`config.mk`:
```
export PLATFORM = sky130hd
export DESIGN_NAME = irq_lifecycle
export DESIGN_NICKNAME = d
export VERILOG_FILES = /design/src/core/irq_lifecycle.v
export VERILOG_INCLUDE_DIRS = /design/src /design/src/core
export SDC_FILE = /design/constraint.sdc
export NUM_CORES = 1
export LEC_CHECK = 0
export BUFFER_PORTS_ARGS = -buffer_cell sky130_fd_sc_hd__buf_2
export CAP_MARGIN = 20
export CORE_AREA = 2 2 244 246
export CTS_BUF_LIST = sky130_fd_sc_hd__clkbuf_4 sky130_fd_sc_hd__clkbuf_8
export CTS_CLUSTER_DIAMETER = 100
export DETAILED_ROUTE_END_ITERATION = 7
export DIE_AREA = 0 0 246 248
export SYNTH_ARGS = -nofsm -noshare
export SYNTH_HDL_FRONTEND = slang
export SYNTH_SLANG_ARGS = --single-unit
export TNS_END_PERCENT = 50
```
`constraint.sdc`:
```
create_clock -name clk -period 5.7 [get_ports clk]
set_input_delay 0.855 -clock clk [delete_from_list [all_inputs] [get_ports clk]]
set_output_delay 0.855 -clock clk [all_outputs]
set_load 0.02 [all_outputs]
```
`src/core/irq_life_consts.vh`:
```
// constants for the interrupt lifecycle block
// assumes inclusion by bare name from core/ design files
`ifndef IRQ_LIFE_CONSTS_VH
`define IRQ_LIFE_CONSTS_VH
// lifecycle state encoding
`define ST_INACTIVE     2'h0
`define ST_PENDING      2'h1
`define ST_ACTIVE       2'h2
`define ST_ACT_PEND     2'h3
// population of interrupts held here, plus the extended ranges that are not built
`define NUM_CORES       2
`define NUM_SGI         16
`define NUM_PPI         16
`define NUM_SPI         32
`define NUM_LPI         16
`define NUM_EPPI        64
`define NUM_ESPI        1024
// identifier map
`define ID_W            13
`define SGI_BASE        13'h0000
`define PPI_BASE        13'h0010
`define SPI_BASE        13'h0020
`define EPPI_BASE       13'h0420
`define EPPI_LAST       13'h045f
`define ESPI_BASE       13'h1000
`define ESPI_LAST       13'h13ff
`define LPI_BASE        13'h1fe0
// group encodings
`define GRP_0           2'h0
`define GRP_S1          2'h1
`define GRP_NS1         2'h2
// generate-write kinds
`define GEN_G1          2'h0
`define GEN_ALIAS       2'h1
`define GEN_G0          2'h2
// routing mode: 0 = target list, 1 = all but originator
`define ROUTE_LIST      1'b0
`define ROUTE_OTHERS    1'b1
// reset values of type flags
`define RST_FLAG        1'b0
`endif

```
`src/core/irq_lifecycle.v`:
```
// per-interrupt lifecycle engine: banked software and private interrupts per core,
// shared interrupts (wired or message set/clear) and message-held interrupts.
// assumes every input is synchronous to clk and every strobe is one cycle wide;
// the priority logic outside picks which pending interrupt is signalled.
`timescale 1ns/100ps
`default_nettype none
`include "irq_life_consts.vh"

// Functional notes
// - every supported interrupt except message-held ones holds its own four-valued lifecycle state.
// - active-and-pending interrupts are never signalled to a core.
// - message-held interrupts keep only a pending bit, per target core.
// - state changes happen only with distributor and cpu interface enabled.
// - source or software raises pending; inactive to pending, active to active-pending.
// - level source deassert or software clear removes pending.
// - acknowledging a message-held interrupt clears its pending bit.
// - acknowledge of an edge interrupt moves pending to active.
// - acknowledge of a level interrupt moves pending to active-and-pending.
// - deactivate drops active: active to inactive, active-pending to pending.
// - message-held interrupts are edge only and non-secure group 1.
// - private interrupts have per-core group and trigger configuration.
// - extended private range 1056..1119, off in legacy mode, flag reported; the range is not built here and the flag reports it absent.
// - software interrupts are edge; group from which generate register was written.
// - routing picks a target list or all cores except the originator.
// - group-1 generate write yields group 1 of the writer's security state.
// - alias write yields other state; non-secure needs access control permission.
// - group-0 write always from secure, from non-secure only when permitted.
// - extended shared range 4096..5119, off in legacy mode, flag reported; the range is not built here and the flag reports it absent.
// - message set registers make a shared interrupt pending, clear registers clear.
// - edge message-set shared interrupt drops pending on activation or clears.
// - level message-set shared interrupt stays pending until message clear.
// - split mode 0 deactivates on completion; 1 waits for deactivate write.
module irq_lifecycle (
    input  wire                      clk,
    input  wire                      rst,
    // global enables and modes
    input  wire                      dist_enable,
    input  wire                      cpu_if_enable,
    input  wire                      legacy_mode,
    input  wire                      split_completion_mode,
    // wired sources: one line per shared, one per private per core
    input  wire [`NUM_SPI-1:0]       spi_line,
    input  wire [`NUM_CORES*`NUM_PPI-1:0] ppi_line,
    // trigger config (1 = level-sensitive) and per-core private group config
    input  wire [`NUM_SPI-1:0]       spi_level_cfg,
    input  wire [`NUM_CORES*`NUM_PPI-1:0] ppi_level_cfg,
    input  wire [`NUM_CORES*`NUM_PPI*2-1:0] ppi_group_cfg,
    // software pending access to shared interrupts
    input  wire                      set_pending_reg_wr,
    input  wire                      clear_pending_reg_wr,
    input  wire [4:0]                pending_reg_idx,
    // message-based shared set/clear (secure and non-secure forms)
    input  wire                      secure_message_set_reg_wr,
    input  wire                      nonsecure_message_set_reg_wr,
    input  wire                      secure_message_clear_reg_wr,
    input  wire                      nonsecure_message_clear_reg_wr,
    input  wire [`ID_W-1:0]          message_identifier,
    // message-held interrupt arrivals
    input  wire                      lpi_arrive,
    input  wire [0:0]                lpi_core,
    input  wire [3:0]                lpi_index,
    // software generate write
    input  wire                      gen_wr,
    input  wire [1:0]                gen_kind,
    input  wire                      gen_secure,
    input  wire [0:0]                gen_origin,
    input  wire                      gen_route_mode,
    input  wire [`NUM_CORES-1:0]     gen_target_list,
    input  wire [3:0]                gen_identifier,
    input  wire [`NUM_CORES-1:0]     nonsecure_access_control,
    // core acknowledge and completion
    input  wire                      ack_rd,
    input  wire [0:0]                ack_core,
    input  wire [`ID_W-1:0]          ack_identifier,
    input  wire                      completion_wr,
    input  wire                      deactivate_reg_wr,
    input  wire [0:0]                done_core,
    input  wire [`ID_W-1:0]          done_identifier,
    // status outputs
    output reg  [`NUM_SPI*2-1:0]     spi_state_ff,
    output reg  [`NUM_CORES*32*2-1:0] bank_state_ff,
    output reg  [`NUM_CORES*`NUM_LPI-1:0] lpi_pending_ff,
    output reg  [`NUM_CORES*32*2-1:0] sgi_group_ff,
    output reg  [`NUM_CORES-1:0]     signal_ready_ff,
    output reg                       redist_private_range_field,
    output reg                       dist_extended_shared_flag,
    output reg                       dist_message_shared_flag
);

    // returns 1 when a state may be offered to a core
    function signalable;
        input [1:0] st;
        begin
            signalable = (st == `ST_PENDING);
        end
    endfunction

    // shared pending/active step, used for every shared and every banked interrupt
    function [1:0] step;
        input [1:0] st;
        input       raise;
        input       drop;
        input       ack;
        input       level;
        input       deact;
        reg   [1:0] s;
        begin
            s = st;
            if (ack && s == `ST_PENDING) begin
                s = level ? `ST_ACT_PEND : `ST_ACTIVE;
            end
            if (deact) begin
                s = {1'b0, s[0]};
            end
            if (drop) begin
                s = {s[1], 1'b0};
            end
            if (raise) begin
                s = {s[1], 1'b1};
            end
            step = s;
        end
    endfunction

    wire run = dist_enable & cpu_if_enable;
    // a completion deactivates only when split mode is off
    wire deact_go = run & ((completion_wr & ~split_completion_mode) |
                           (deactivate_reg_wr & split_completion_mode));

    // message-set marker per shared interrupt: level ones hold until message clear
    reg  [`NUM_SPI-1:0] msg_set_ff;
    reg  [`NUM_SPI-1:0] spi_line_q_ff;
    wire msg_set = secure_message_set_reg_wr | nonsecure_message_set_reg_wr;
    wire msg_clr = secure_message_clear_reg_wr | nonsecure_message_clear_reg_wr;
    wire [`ID_W-1:0] spi_rel = message_identifier - `SPI_BASE;

    genvar gi;
    generate
        for (gi = 0; gi < `NUM_SPI; gi = gi + 1) begin : g_spi
            wire hit_m = (spi_rel == gi) && (message_identifier >= `SPI_BASE);
            wire m_set = run & msg_set & hit_m;
            wire m_clr = run & msg_clr & hit_m;
            wire p_set = run & set_pending_reg_wr & (pending_reg_idx == gi);
            wire p_clr = run & clear_pending_reg_wr & (pending_reg_idx == gi);
            wire lvl   = spi_level_cfg[gi];
            // wired edge raise on rising line, level follows the line
            wire w_rise = run & spi_line[gi] & ~spi_line_q_ff[gi];
            wire w_fall = run & lvl & ~spi_line[gi] & spi_line_q_ff[gi] & ~msg_set_ff[gi];
            // level message-set ignores the clear-pending write; edge honours it
            wire drop   = m_clr | (p_clr & ~(lvl & msg_set_ff[gi])) | w_fall;
            wire raise  = m_set | p_set | (lvl ? (run & spi_line[gi] & ~m_clr) : w_rise);
            wire ack    = run & ack_rd & (ack_identifier == `SPI_BASE + gi);
            // shared interrupts may be finished from any core
            wire deact  = deact_go & (done_identifier == `SPI_BASE + gi);
            always @(posedge clk) begin
                if (rst) begin
                    spi_state_ff[gi*2+:2] <= `ST_INACTIVE;
                    msg_set_ff[gi]        <= 1'b0;
                    spi_line_q_ff[gi]     <= 1'b0;
                end else begin
                    spi_line_q_ff[gi] <= spi_line[gi];
                    // level message-set stays pending across ack, giving active-pending
                    spi_state_ff[gi*2+:2] <= step(spi_state_ff[gi*2+:2], raise, drop,
                                                  ack, lvl & msg_set_ff[gi] | lvl, deact);
                    if (m_set) begin
                        msg_set_ff[gi] <= 1'b1;
                    end else if (m_clr || (ack && !lvl)) begin
                        msg_set_ff[gi] <= 1'b0;
                    end
                end
            end
        end
    endgenerate

    // banked software (0..15) and private (16..31) interrupts per core
    reg [`NUM_CORES*`NUM_PPI-1:0] ppi_line_q_ff;
    genvar ci, bi;
    generate
        for (ci = 0; ci < `NUM_CORES; ci = ci + 1) begin : g_core
            // routing: listed cores, or everyone but the writer
            wire targeted = (gen_route_mode == `ROUTE_LIST) ? gen_target_list[ci]
                                                          : (gen_origin != ci);
            wire ns_ok    = nonsecure_access_control[ci];
            // security filter per generate kind
            wire gen_ok   = (gen_kind == `GEN_G1) |
                            ((gen_kind == `GEN_ALIAS) & (gen_secure | ns_ok)) |
                            ((gen_kind == `GEN_G0) & (gen_secure | ns_ok));
            wire [1:0] gen_grp = (gen_kind == `GEN_G0) ? `GRP_0 :
                                 ((gen_kind == `GEN_G1) ^ ~gen_secure) ? `GRP_S1 : `GRP_NS1;
            for (bi = 0; bi < 32; bi = bi + 1) begin : g_bank
                // software slots clamp to the core's first private index; is_ppi masks them
                localparam integer PI = ci * `NUM_PPI + ((bi >= 16) ? (bi - 16) : 0);
                wire is_ppi = (bi >= 16);
                wire sgi_raise = run & gen_wr & targeted & gen_ok &
                                 (gen_identifier == bi) & ~is_ppi;
                wire lvl  = is_ppi ? ppi_level_cfg[PI] : 1'b0;
                wire line = is_ppi ? ppi_line[PI] : 1'b0;
                wire lq   = is_ppi ? ppi_line_q_ff[PI] : 1'b0;
                wire raise = sgi_raise | (run & line & (lvl | ~lq));
                wire drop  = run & lvl & ~line & lq;
                wire ack   = run & ack_rd & (ack_core == ci) & (ack_identifier == bi);
                // banked interrupts are finished by the activating core only
                wire deact = deact_go & (done_core == ci) & (done_identifier == bi);
                always @(posedge clk) begin
                    if (rst) begin
                        bank_state_ff[(ci*32+bi)*2+:2] <= `ST_INACTIVE;
                        sgi_group_ff[(ci*32+bi)*2+:2]  <= `GRP_0;
                    end else begin
                        bank_state_ff[(ci*32+bi)*2+:2] <=
                            step(bank_state_ff[(ci*32+bi)*2+:2], raise, drop, ack, lvl, deact);
                        if (sgi_raise) begin
                            sgi_group_ff[(ci*32+bi)*2+:2] <= gen_grp;
                        end else if (is_ppi) begin
                            sgi_group_ff[(ci*32+bi)*2+:2] <= ppi_group_cfg[PI*2+:2];
                        end
                    end
                end
            end

            // message-held: pending bit only, edge only, no active state
            genvar li;
            for (li = 0; li < `NUM_LPI; li = li + 1) begin : g_lpi
                wire arr = run & lpi_arrive & (lpi_core == ci) & (lpi_index == li);
                wire ack = run & ack_rd & (ack_core == ci) &
                           (ack_identifier == `LPI_BASE + li);
                always @(posedge clk) begin
                    if (rst) begin
                        lpi_pending_ff[ci*`NUM_LPI+li] <= 1'b0;
                    end else if (arr) begin
                        lpi_pending_ff[ci*`NUM_LPI+li] <= 1'b1; // arrival wins
                    end else if (ack) begin
                        lpi_pending_ff[ci*`NUM_LPI+li] <= 1'b0;
                    end
                end
            end

            // any signalable banked or shared interrupt, or pending message-held one, wakes this core
            reg any_c;
            integer k;
            always @* begin
                any_c = 1'b0;
                for (k = 0; k < 32; k = k + 1) begin
                    any_c = any_c | signalable(bank_state_ff[(ci*32+k)*2+:2]);
                end
                for (k = 0; k < `NUM_SPI; k = k + 1) begin
                    any_c = any_c | signalable(spi_state_ff[k*2+:2]);
                end
                any_c = any_c | (|lpi_pending_ff[ci*`NUM_LPI+:`NUM_LPI]);
            end
            always @(posedge clk) begin
                if (rst) begin
                    signal_ready_ff[ci] <= 1'b0;
                end else begin
                    signal_ready_ff[ci] <= run & any_c;
                end
            end
        end
    endgenerate

    // line history and reported capability flags
    always @(posedge clk) begin
        if (rst) begin
            ppi_line_q_ff              <= {`NUM_CORES*`NUM_PPI{1'b0}};
            redist_private_range_field <= `RST_FLAG;
            dist_extended_shared_flag  <= `RST_FLAG;
            dist_message_shared_flag   <= `RST_FLAG;
        end else begin
            ppi_line_q_ff <= ppi_line;
            // extended ranges are not built here, so report them absent;
            // legacy mode would hide them anyway
            redist_private_range_field <= 1'b0 & ~legacy_mode;
            dist_extended_shared_flag  <= 1'b0 & ~legacy_mode;
            dist_message_shared_flag   <= 1'b1;
        end
    end

endmodule
`default_nettype wire

```
==> metrics.yaml, run 1 <==
clocking:
  cts-buffers-inserted: 80
  cts.sinks: 451
  cts_buffer_depth: 3
  cts_setup_buffers: 0
  clkLatencyLatePin_ps: 700
  htreeDepth: 3
  cts_tree: "yes"
  clk_pin_slew_ps: 60
  cts_hold_buf: 0
  cts_resized: 0
  cts_root_buffer: "clkbuf_8"
global_routing:
  grt_pass1_wl_um: 146000
  grt_max_degree: 188
  grt_pass1_vias: 22200
  track_usage_pct: 32.2
  overflow: 0
  antenna_found_initial: 15
routing:
  route.antenna.remaining_nets: 0
  firstDrtPassIters: 6
  avgViaCountPerCell: 5.91
  drt_iter0_drc: 2728
  vias: 23500
  wl_per_cell_um: 26.0
  routed_wl_um: 103000
  drc_errors: 0
power_and_ir_drop:
  pwr-share-comb_pct: 9.8
  p_sw_mw: 2.01
  p_leak_nw: 10.4
  cellInternalPower_mw: 5.31
  switching_share_pct: 27.5
  p_seq_share_pct: 45.0
  power_density_mw_per_mm2: 280
  clkPwrFrac_pct: 45.2
  peakVddDrop_mv: 0.181
floorplan:
  die_area_mm2: 0.0610
  core_area_mm2: 0.0585
  initial_core_util_pct: 35.0
  io_pins: 630
  die_h_um: 248
  die_w_um: 246
  row_count: 89
cells_and_area:
  area_delta_synth_final_pct: 28.0
  final_core_util_pct: 44.8
  nets: 3407
  drive_above_1_share_pct: 27.7
synth:
  synth_top_cell_area_share_pct: 44.1
  synthTopCellsByArea: "dfxtp_1, nand2_1, nor2b_1"
  netlist_instances: 2527
  syn-cell-area_mm2: 0.0205
  syn_area_per_cell_um2: 8.10
  yosysTopAreaCell: "dfxtp_1"
  yosys_warnings: 0
  synth-edff-count: 0
  synth_common_cells: "dfxtp_1, nand2_1, nor2b_1"
  ys_ff_latch: 451
  postSynth.asyncResetShare_pct: 0
  yosysMostFrequentCell: "dfxtp_1"
  synth_seq_area_share_pct: 44.1
  synth.distinct_cells: 66
  synth_flop_cell: "dfxtp_1"
timing:
  finalSetupViolations: 0
  slew_headroom_pct: 21.7
  fmax_mhz: 305
  setup_tns_ps: 0
  worst_pin_slew_ps: 1170
  skew_ps: 41.2
  period_share_pct: 57.6
  fin_crit_ps: 3280
  maxSlewViolCount: 0
  final_hold_viol_count: 0
  rsz0062_at_grt: "no"
placed_design:
  gp_congestion: 1.02
  hpwl_um: 75900
  port_buffers: 626
worst_setup_path:
  cp-end-kind: "flop"
  r2r-start: "lpi_pending_ff[11]"
  critical_path_class: "input port to flop"
  cp.arrival_ps: 3880
  path_max_fanout: 16
  cp.required_ps: 6300
  worstSetupStartpointType: "input port"
  cp-startpoint: "dist_enable"
min_path:
  hp-class: "input port to flop"
  holdCritStartpoint: "ppi_group_cfg[51]"
flow_run:
  drv_cap: 0
outcome:
  status: "complete, no violations"
==> path summary, 6_finish.rpt <==
kind | endpoint | slack, ps | cells past startpoint
min reg2reg | sgi_group_ff[24] | 450 | 2
max | msg_set_ff[30] | 2420 | 8
max reg2reg | signal_ready_ff[0] | 3580 | 4
min | sgi_group_ff[115] | 380 | 2
==> stage by stage <==
stage                     area (um2)  std cells  setup WS [ps]  hold slack, ps  power (mW)
after global placement         24400       3816           1720             446        4.05
after global routing           26200       3971           2380             365        7.56
after floorplan                20500       2528           2950             457        3.70
after detailed placement       24400       3821           1720             448        4.07
final                          26200       3974           2420             385        7.33
after CTS                      26100       3962           2450             337        7.36
==> logic make-up (layout without fill, tap and decap cells) <==
family,Yosys count,count (layout),share of synthesized area (%)
simple gates,1135,1135,28.6
compound gates,647,647,20.7
flops,451,451,44.1
buf+inv,259,923,4.88
mux,32,32,1.58
fa+ha+maj,1,1,0.0611
other cells,1,11,0.0183
xor+xnor,1,1,0.0428
==> state kept, by name (all words and copies together), names as in the netlist <==
name,cells
bank_state_ff,128
dist_message_shared_flag,1
lpi_pending_ff,32
msg_set_ff,32
ppi_line_q_ff,32
sgi_group_ff,128
signal_ready_ff,2
signalable.st,2
spi_line_q_ff,32
spi_state_ff,62
==> per-layer routing <==
layer	global-route usage, %	up-vias	part of all wire, %	wire, um
met2	50.1	1419	45	46200
li1	-	10500	-	-
met3	6.88	309	9.5	9860
met4	17.0	12	5.1	5290
met5	0	-	0.075	78
met1	41.9	11300	41	41900
==> power groups by stage <==
stage / registers (mW) / logic, mW / clock network (mW)
global placement: 3.36 / 0.690 / 0
detailed placement: 3.36 / 0.705 / 0
floorplan: 3.40 / 0.302 / 0
finish: 3.30 / 0.721 / 3.31
global route: 3.30 / 0.765 / 3.50
CTS: 3.29 / 0.708 / 3.36
==> critical path, cell delays in order <==
cell and delay (ps):
buf_2 130, and2_2 550, nand4_1 520, nor3_2 290
buf_4 240, and2_1 910, a22oi_1 230, nor2_1 150
==> layout make-up <==
| class | instances | area (um2) |
|---|---|---|
| Antenna cell | 9 | 22.5 |
| Clock buffer | 127 | 1570 |
| Clock inverter | 14 | 160 |
| Fill cell | 5886 | 32300 |
| Inverter | 112 | 422 |
| Multi-Input combinational cell | 1818 | 10500 |
| Sequential cell | 451 | 9030 |
| Tap cell | 773 | 967 |
| Timing Repair Buffer | 670 | 3520 |
==> cell usage in the layout (no fill, tap or decap), drive strengths merged, types with 16 or more instances in the layout <==
master | netlist | layout
buf | 23 | 670
dfxtp | 451 | 451
nand2 | 334 | 334
nor2b | 152 | 152
nor2 | 140 | 140
nor3 | 134 | 134
a21oi | 132 | 132
a31oi | 130 | 130
clkbuf | 124 | 127
nand3 | 116 | 116
inv | 111 | 116
o21ai | 105 | 105
nand2b | 61 | 61
a211oi | 57 | 57
nor4 | 51 | 51
o22ai | 49 | 49
nand4 | 41 | 41
a31o | 37 | 37
nor4bb | 32 | 32
mux2i | 29 | 29
or3 | 28 | 28
a221oi | 18 | 18
o311ai | 18 | 18
o31a | 16 | 16
a311oi | 16 | 16
No activity file was read; power rests on OpenSTA's default activity.
==> inputs of run 2 (changes only) <==
- ABC_AREA: not set -> 1
- CORE_AREA: 2 2 244 246 -> 2 2 246 248
- DIE_AREA: 0 0 246 248 -> 0 0 248 250
- clock period: 5.7 -> 2.7 ns (I/O delays scaled with it)
==> run 2 against run 1 <==
Against the previous run:
- via count grew 9.4%
- global-route usage is essentially flat
- worst setup slack worse by 1600 ps
- register-to-register slack worse by 2800 ps
- first-iteration DRC count fell by 29%
- sequential share of layout area fell by 3.8 points
- clock power is 110% higher
- largest power group unchanged
- highest routed layer unchanged
==> metrics.yaml, run 2 <==
outcome:
  status: "complete, no violations"
worst_setup_path:
  max_stage_delay_ps: 430  # -480 ps
  crit_chain: "inv_1 > nand2_1 > nand2_1 > nor3_1 > nand2_1 > nor3_1 > nand2_1 > nor2_1 > nor2_1"
  path_max_fanout: 3  # -13
  path_buf_inv: 1  # -1
  cp-end-kind: "flop"
  worstSetupStartpointType: "flop"
  cpLargestDelayFamily: "simple AND/OR/NAND/NOR gates"
  cp_slowest_cell: "nor3_1"
  critical_path_class: "flop to flop"
  cp.arrival_ps: 2500  # -1380 ps
  ff2ff_setup_slack_ps: 790  # -2790 ps
  crit_top_cell: "nand2_1"
  cp.required_ps: 3290  # -3010 ps
power_and_ir_drop:
  peakVddDrop_mv: 0.423  # +130%
  p_leak_nw: 14.2  # +36%
  p_total_mw: 15.7  # +110%
  power_density_mw_per_mm2: 534  # +91%
timing:
  skew_ps: 38.4  # -2.77 ps
  worst_pin_slew_ps: 855  # -315 ps
  slew_headroom_pct: 43.0  # +21 points
  period_share_pct: 70.8
  final_hold_viol_count: 0  # unchanged
  fin_crit_ps: 1910
  maxSlewViolCount: 0  # unchanged
  setup_tns_ps: 0  # unchanged
  fmax_mhz: 523
  finalSetupViolations: 0  # unchanged
  rsz0062_at_grt: "no"
global_routing:
  track_usage_pct: 32.2  # about the same
  overflow: 0  # unchanged
  grt_pass1_vias: 24300  # +9.2%
  grt_pass1_wl_um: 150000  # +2.6%
  grt_max_degree: 133  # -29%
  antenna_found_initial: 13  # -2
routing:
  vias: 25700  # +9.4%
  drt_iter0_drc: 1945  # -29%
  drc_errors: 0  # unchanged
  routed_wl_um: 103000  # -0.38%
  avgViaCountPerCell: 5.10  # -14%
  route.antenna.remaining_nets: 0  # unchanged
  wl_per_cell_um: 20.4  # -22%
  firstDrtPassIters: 6  # unchanged
synth:
  synth_seq_area_share_pct: 40.8  # -3.3 points
  synth.distinct_cells: 41  # -38%
  synth-edff-count: 0  # unchanged
  yosysMostFrequentCell: "nand2_1"
  syn_area_per_cell_um2: 6.48  # -20%
  ys_ff_latch: 451  # unchanged
  yosys_warnings: 0  # unchanged
  postSynth.asyncResetShare_pct: 0  # unchanged
  synthTopCellsByArea: "dfxtp_1, nand2_1, nand3_1"
  synth_common_cells: "nand2_1, inv_1, nor2_1"
  netlist_instances: 3412  # +35%
  syn-cell-area_mm2: 0.0221  # +8.1%
  synth_flop_cell: "dfxtp_1"
  synth_top_cell_area_share_pct: 40.8  # -3.3 points
  yosysTopAreaCell: "dfxtp_1"
cells_and_area:
  final_cell_mix: "nand2_1, buf_2, inv_1"
  final_core_util_pct: 49.5  # +4.7 points
  drive_above_1_share_pct: 20.7  # -7.0 points
  area_delta_synth_final_pct: 33.3
  reg.largest.list: "bank_state_ff: 128 flops, sgi_group_ff: 128 flops, spi_state_ff: 62 flops"
  nFillCells: 6222  # +5.7%
  nets: 4464  # +31%
  final_common_cell: "nand2_1"
clocking:
  cts_setup_buffers: 0  # unchanged
  cts.sinks: 451  # unchanged
  cts_tree: "yes"
  cts_buffer_depth: 3  # unchanged
  htreeDepth: 3  # unchanged
  cts-buffers-inserted: 83  # +3.8%
  clk_pin_slew_ps: 60  # about the same
  clkLatencyLatePin_ps: 710  # about the same
  cts_root_buffer: "clkbuf_8"
floorplan:
  core_area_mm2: 0.0596  # +1.9%
  initial_core_util_pct: 37.1  # +2.1 points
  die_h_um: 250  # +0.81%
  die_area_mm2: 0.0620  # +1.6%
  io_pins: 630  # unchanged
  die_w_um: 248  # +0.81%
  row_count: 90  # +1.1%
placed_design:
  hpwl_um: 78200  # +3.1%
  gp_congestion: 0.935  # -8.4%
  port_buffers: 626  # unchanged
flow_run:
  drv_cap: 0  # unchanged
min_path:
  hp-class: "input port to flop"
==> run 2: cell types whose count changed in the layout (fill, tap and decap cells not counted), sizes merged, moves of 30 or more <==
cell and change:
nor4bb -32, nor2 +383, nand4 +63, a21oi +119, a31o -30, inv +424
dlygate4sd3 +142, nand2b -61, a31oi -125, nand2 +328, nor2b -152, nand3 +295
o22ai -43, nor4 -48
==> run 2: area by class of cell <==
cell class | instances | area, um2 | area share [%]
well taps | 782 | 978 | 3.32
flip-flops and latches | 451 | 9030 | 30.6
diodes | 13 | 32.5 | 0.110
inverters | 546 | 2050 | 6.97
clock inverters | 12 | 130 | 0.441
repair buffers | 839 | 5210 | 17.7
clock buffers | 133 | 1640 | 5.55
multi-input cells | 2269 | 10400 | 35.3
==> run 2: worst reg2reg max path: cells and delay by family, from the launching register on <==
family / cells / cell delay, ps
DFF: 1 / 360
and+or+nand+nor: 8 / 1350
buffers and inverters: 1 / 80
==> run 2: repair_timing <==
item	in CTS	in global routing
endpoints found under the hold margin	144	0
hold buffers	142	0
gates resized for setup	0	0
==> run 2: metal layers <==
metal / routed length, um / vias to the layer above / global-route usage, %
met4: 4720 / 4 / 14.5
li1: - / 12600 / -
met3: 9570 / 220 / 9.02
met5: 23 / - / 0
met2: 49800 / 1147 / 55.1
met1: 38900 / 11800 / 37.0
==> run 2: metrics by stage <==
| stage | area, um2 | instances | hold slack, ps | setup WS, ps |
|---|---|---|---|---|
| 5_1_grt | 29500 | 5040 | 30.3 | 731 |
| 3_5_place_dp | 26300 | 4745 | 452 | 357 |
| 6_report | 29500 | 5045 | 59.5 | 789 |
| 4_1_cts | 29400 | 5032 | 8.83 | 755 |
| 3_3_place_gp | 26300 | 4745 | 447 | 332 |
| 2_1_floorplan | 22100 | 3413 | 472 | 896 |
==> run 2: where the power goes <==
part	internal [mW]	switching, mW
combinational	0.634	1.17
sequential	6.82	0.103
clock	3.88	3.14
==> run 2: worst paths after layout <==
kind / from / to / cells past startpoint
worst max register to register: bank_state_ff[101] / signal_ready_ff[1] / 9
worst max-delay path: bank_state_ff[101] / signal_ready_ff[1] / 9
worst min register to register: sgi_group_ff[69] / sgi_group_ff[69] / 2
worst min-delay path: ppi_level_cfg[27] / bank_state_ff[118] / 4
==> run 2: logic make-up (layout without fill, tap and decap cells) <==
logic type	after synthesis	count (layout)	synth area share, %
other	1	15	0.0170
and+or+nand+nor	1821	1821	35.6
DFF	451	451	40.8
buffers and inverters	693	1530	12.3
AOI/OAI and AO/OA	444	444	11.2
adders and majority gates	1	1	0.0566
xor gates and xnor gates	1	1	0.0396
==> inputs of run 3 (changes only) <==
- clock period: 2.7 -> 1.55 ns (I/O delays scaled with it)
==> run 3 against run 2 <==
Against the previous run:
- the run now ends with setup timing left
- via count grew 6.3%
- sequential power up 75%
- global-route usage rose by 1.2 points
- non-clock buffer count is 345 higher
- flip-flop and latch count stayed put
- cell count increased by 6.9%
- critical path depth decreased by 1
- critical endpoint is now signal_ready_ff[0]
- largest cell class unchanged
- largest power group unchanged
==> metrics.yaml, run 3 (same netlist as run 2, synthesis figures left out) <==
floorplan:
  die_w_um: 248  # unchanged
  row_count: 90  # unchanged
  die_area_mm2: 0.0620  # unchanged
  io_pins: 630  # unchanged
  initial_core_util_pct: 37.1  # unchanged
  die_h_um: 250  # unchanged
  core_area_mm2: 0.0596  # unchanged
placed_design:
  port_buffers: 626  # unchanged
  dp.cells: 5046  # +6.3%
  place_ws_ps: -532  # -889 ps
  hpwl_um: 81800  # +4.6%
  gp_congestion: 0.989  # +5.8%
worst_setup_path:
  ff2ff_setup_slack_ps: -80  # -870 ps
  r2r-start: "spi_state_ff[29]"
  cp_slowest_cell: "nor4_4"
  worstRegToRegCells: 8  # -1
  cp.required_ps: 2140  # -1150 ps
  critical_path_class: "flop to flop"
  max_stage_delay_ps: 390  # -40 ps
  cpLargestDelayFamily: "simple AND/OR/NAND/NOR gates"
  cp.arrival_ps: 2220  # -280 ps
  r2r-end: "signal_ready_ff[0]"
  path_max_fanout: 3  # unchanged
  crit_chain: "inv_2 > nand2_2 > nand4_1 > nor4_4 > buf_4 > nand2_4 > nor2_4 > nor2_1"
  cp-end-kind: "flop"
  worstSetupStartpointType: "flop"
  crit_cells: 8  # -1
  path_buf_inv: 2  # +1
  cp-startpoint: "spi_state_ff[29]"
global_routing:
  overflow: 0  # unchanged
  grt_pass1_vias: 25900  # +6.7%
  track_usage_pct: 33.4  # +1.2 points
  antenna_found_initial: 17  # +4
  grt_max_degree: 92  # -31%
  grt_pass1_wl_um: 156000  # +4.0%
routing:
  drc_errors: 0  # unchanged
  route.antenna.remaining_nets: 0  # unchanged
  wl_per_cell_um: 19.8  # -2.9%
  vias: 27300  # +6.3%
  avgViaCountPerCell: 5.07  # -0.63%
  routed_wl_um: 107000  # +3.9%
  firstDrtPassIters: 6  # unchanged
  drt_iter0_drc: 2189  # +13%
timing:
  skew_ps: 39.2  # +0.818 ps
  setup_ws_ps: -79.1  # -868 ps
  fmax_mhz: 614  # +17%
  final_hold_viol_count: 0  # unchanged
  fin_crit_ps: 1630  # -282 ps
  whs_ps: 72.4  # +12.9 ps
  maxSlewViolCount: 0  # unchanged
  worst_pin_slew_ps: 698  # -157 ps
  slew_headroom_pct: 53.0  # +10 points
  period_share_pct: 105  # +34 points
  rsz0062_at_grt: "yes"
  finalSetupViolations: 2  # +2
outcome:
  violations: "setup timing"
  status: "complete, but fails checks"
cells_and_area:
  final_cell_mix: "nand2_1, inv_1, nor2_1"
  drive_above_1_share_pct: 28.4  # +7.8 points
  stdcell_count: 5395  # +6.9%
  final_common_cell: "nand2_1"
  nets: 4809  # +7.7%
  reg.largest.list: "bank_state_ff: 128 flops, sgi_group_ff: 128 flops, spi_state_ff: 62 flops"
  area_delta_synth_final_pct: 51.8
power_and_ir_drop:
  p_leak_nw: 16.2  # +14%
  power_density_mw_per_mm2: 850  # +59%
  peakVddDrop_mv: 0.688  # +62%
clocking:
  cts.sinks: 451  # unchanged
  clkLatencyLatePin_ps: 690  # -20 ps
  cts_tree: "yes"
  cts-buffers-inserted: 83  # unchanged
  clk_pin_slew_ps: 60  # about the same
  htreeDepth: 3  # unchanged
  cts_root_buffer: "clkbuf_8"
  cts_buffer_depth: 3  # unchanged
min_path:
  hp-class: "input port to flop"
  hold_path_depth: 5  # +1
  holdCritStartpoint: "gen_identifier[0]"
  holdPathEnd: "sgi_group_ff[66]"
flow_run:
  drv_cap: 0  # unchanged
-- run 3: changes by cell type in the layout (fill, tap and decap cells not counted), sizes merged --
cell,delta
inv,+1
dlygate4sd3,+58
bufinv,+2
clkbuf,-3
clkinv,+3
buf,+286
clkinvlp,+1
diode,+2
-- run 3: area by class of cell --
cell class                 count  area (um2)
sequential                   451        9160
clock inverter                19         219
antenna                       15        37.5
clock buffer                 129        1620
tap                          782         978
multi-input combinational   2269       10600
fill                        5823       26000
inverter                     546        2050
timing repair buffer        1184        8890
-- run 3: power by group --
part / internal (mW) / switching (mW) / total (mW) / leakage, nW
Sequential: 11.9 / 0.167 / 12.1 / 3.73
Combinational: 1.53 / 2.23 / 3.76 / 11.5
Clock: 7.09 / 5.65 / 12.7 / 0.973
-- run 3: worst register-to-register path: stages, from the launching register on --
cell,delay [ps]
dfxtp_2,330
inv_2,50
nand2_2,100
nand4_1,290
nor4_4,390
buf_4,190
nand2_4,70
nor2_4,80
nor2_1,40
-- run 3: how the worst max path moves through the flow --
stage,slack [ps],endpoint
after floorplan,-20,spi_state_ff[18]
after global routing,-140,signal_ready_ff[0]
after global placement,-540,bank_state_ff[115]
final,-80,signal_ready_ff[0]
after detailed placement,-530,bank_state_ff[114]
after CTS,-20,spi_state_ff[40]
-- run 3: metrics by stage --
stage | utilization, % | power, mW | TNS (ps) | area [um2]
3_5_place_dp | 48.6 | 15.5 | -72150 | 29000
6_report | 56.3 | 28.5 | -148 | 33600
3_3_place_gp | 48.6 | 15.5 | -69290 | 29000
5_1_grt | 56.3 | 29.6 | -310 | 33600
2_1_floorplan | - | 13.8 | -148 | 22300
4_1_cts | 56.0 | 28.6 | -170 | 33400
-- run 3: what timing repair did --
action                                 in CTS  in global routing
setup buffers                               6                  0
gates resized for setup                   258                 72
setup endpoints to repair                 131                 45
endpoints found under the hold margin     227                  0
gates cloned                                0                  0
pin swaps                                   0                 11
hold buffers                              200                  0
-- run 3: metal layers --
| metal | share of wire, % | wire length, um | vias up | GRT usage, % |
|---|---|---|---|---|
| li1 | - | - | 13300 | - |
| met1 | 38 | 40900 | 12500 | 39.6 |
| met2 | 48 | 51400 | 1324 | 57.2 |
| met3 | 8.9 | 9560 | 261 | 7.38 |
| met4 | 4.6 | 4910 | 8 | 15.0 |
| met5 | 0.053 | 57 | - | 0 |
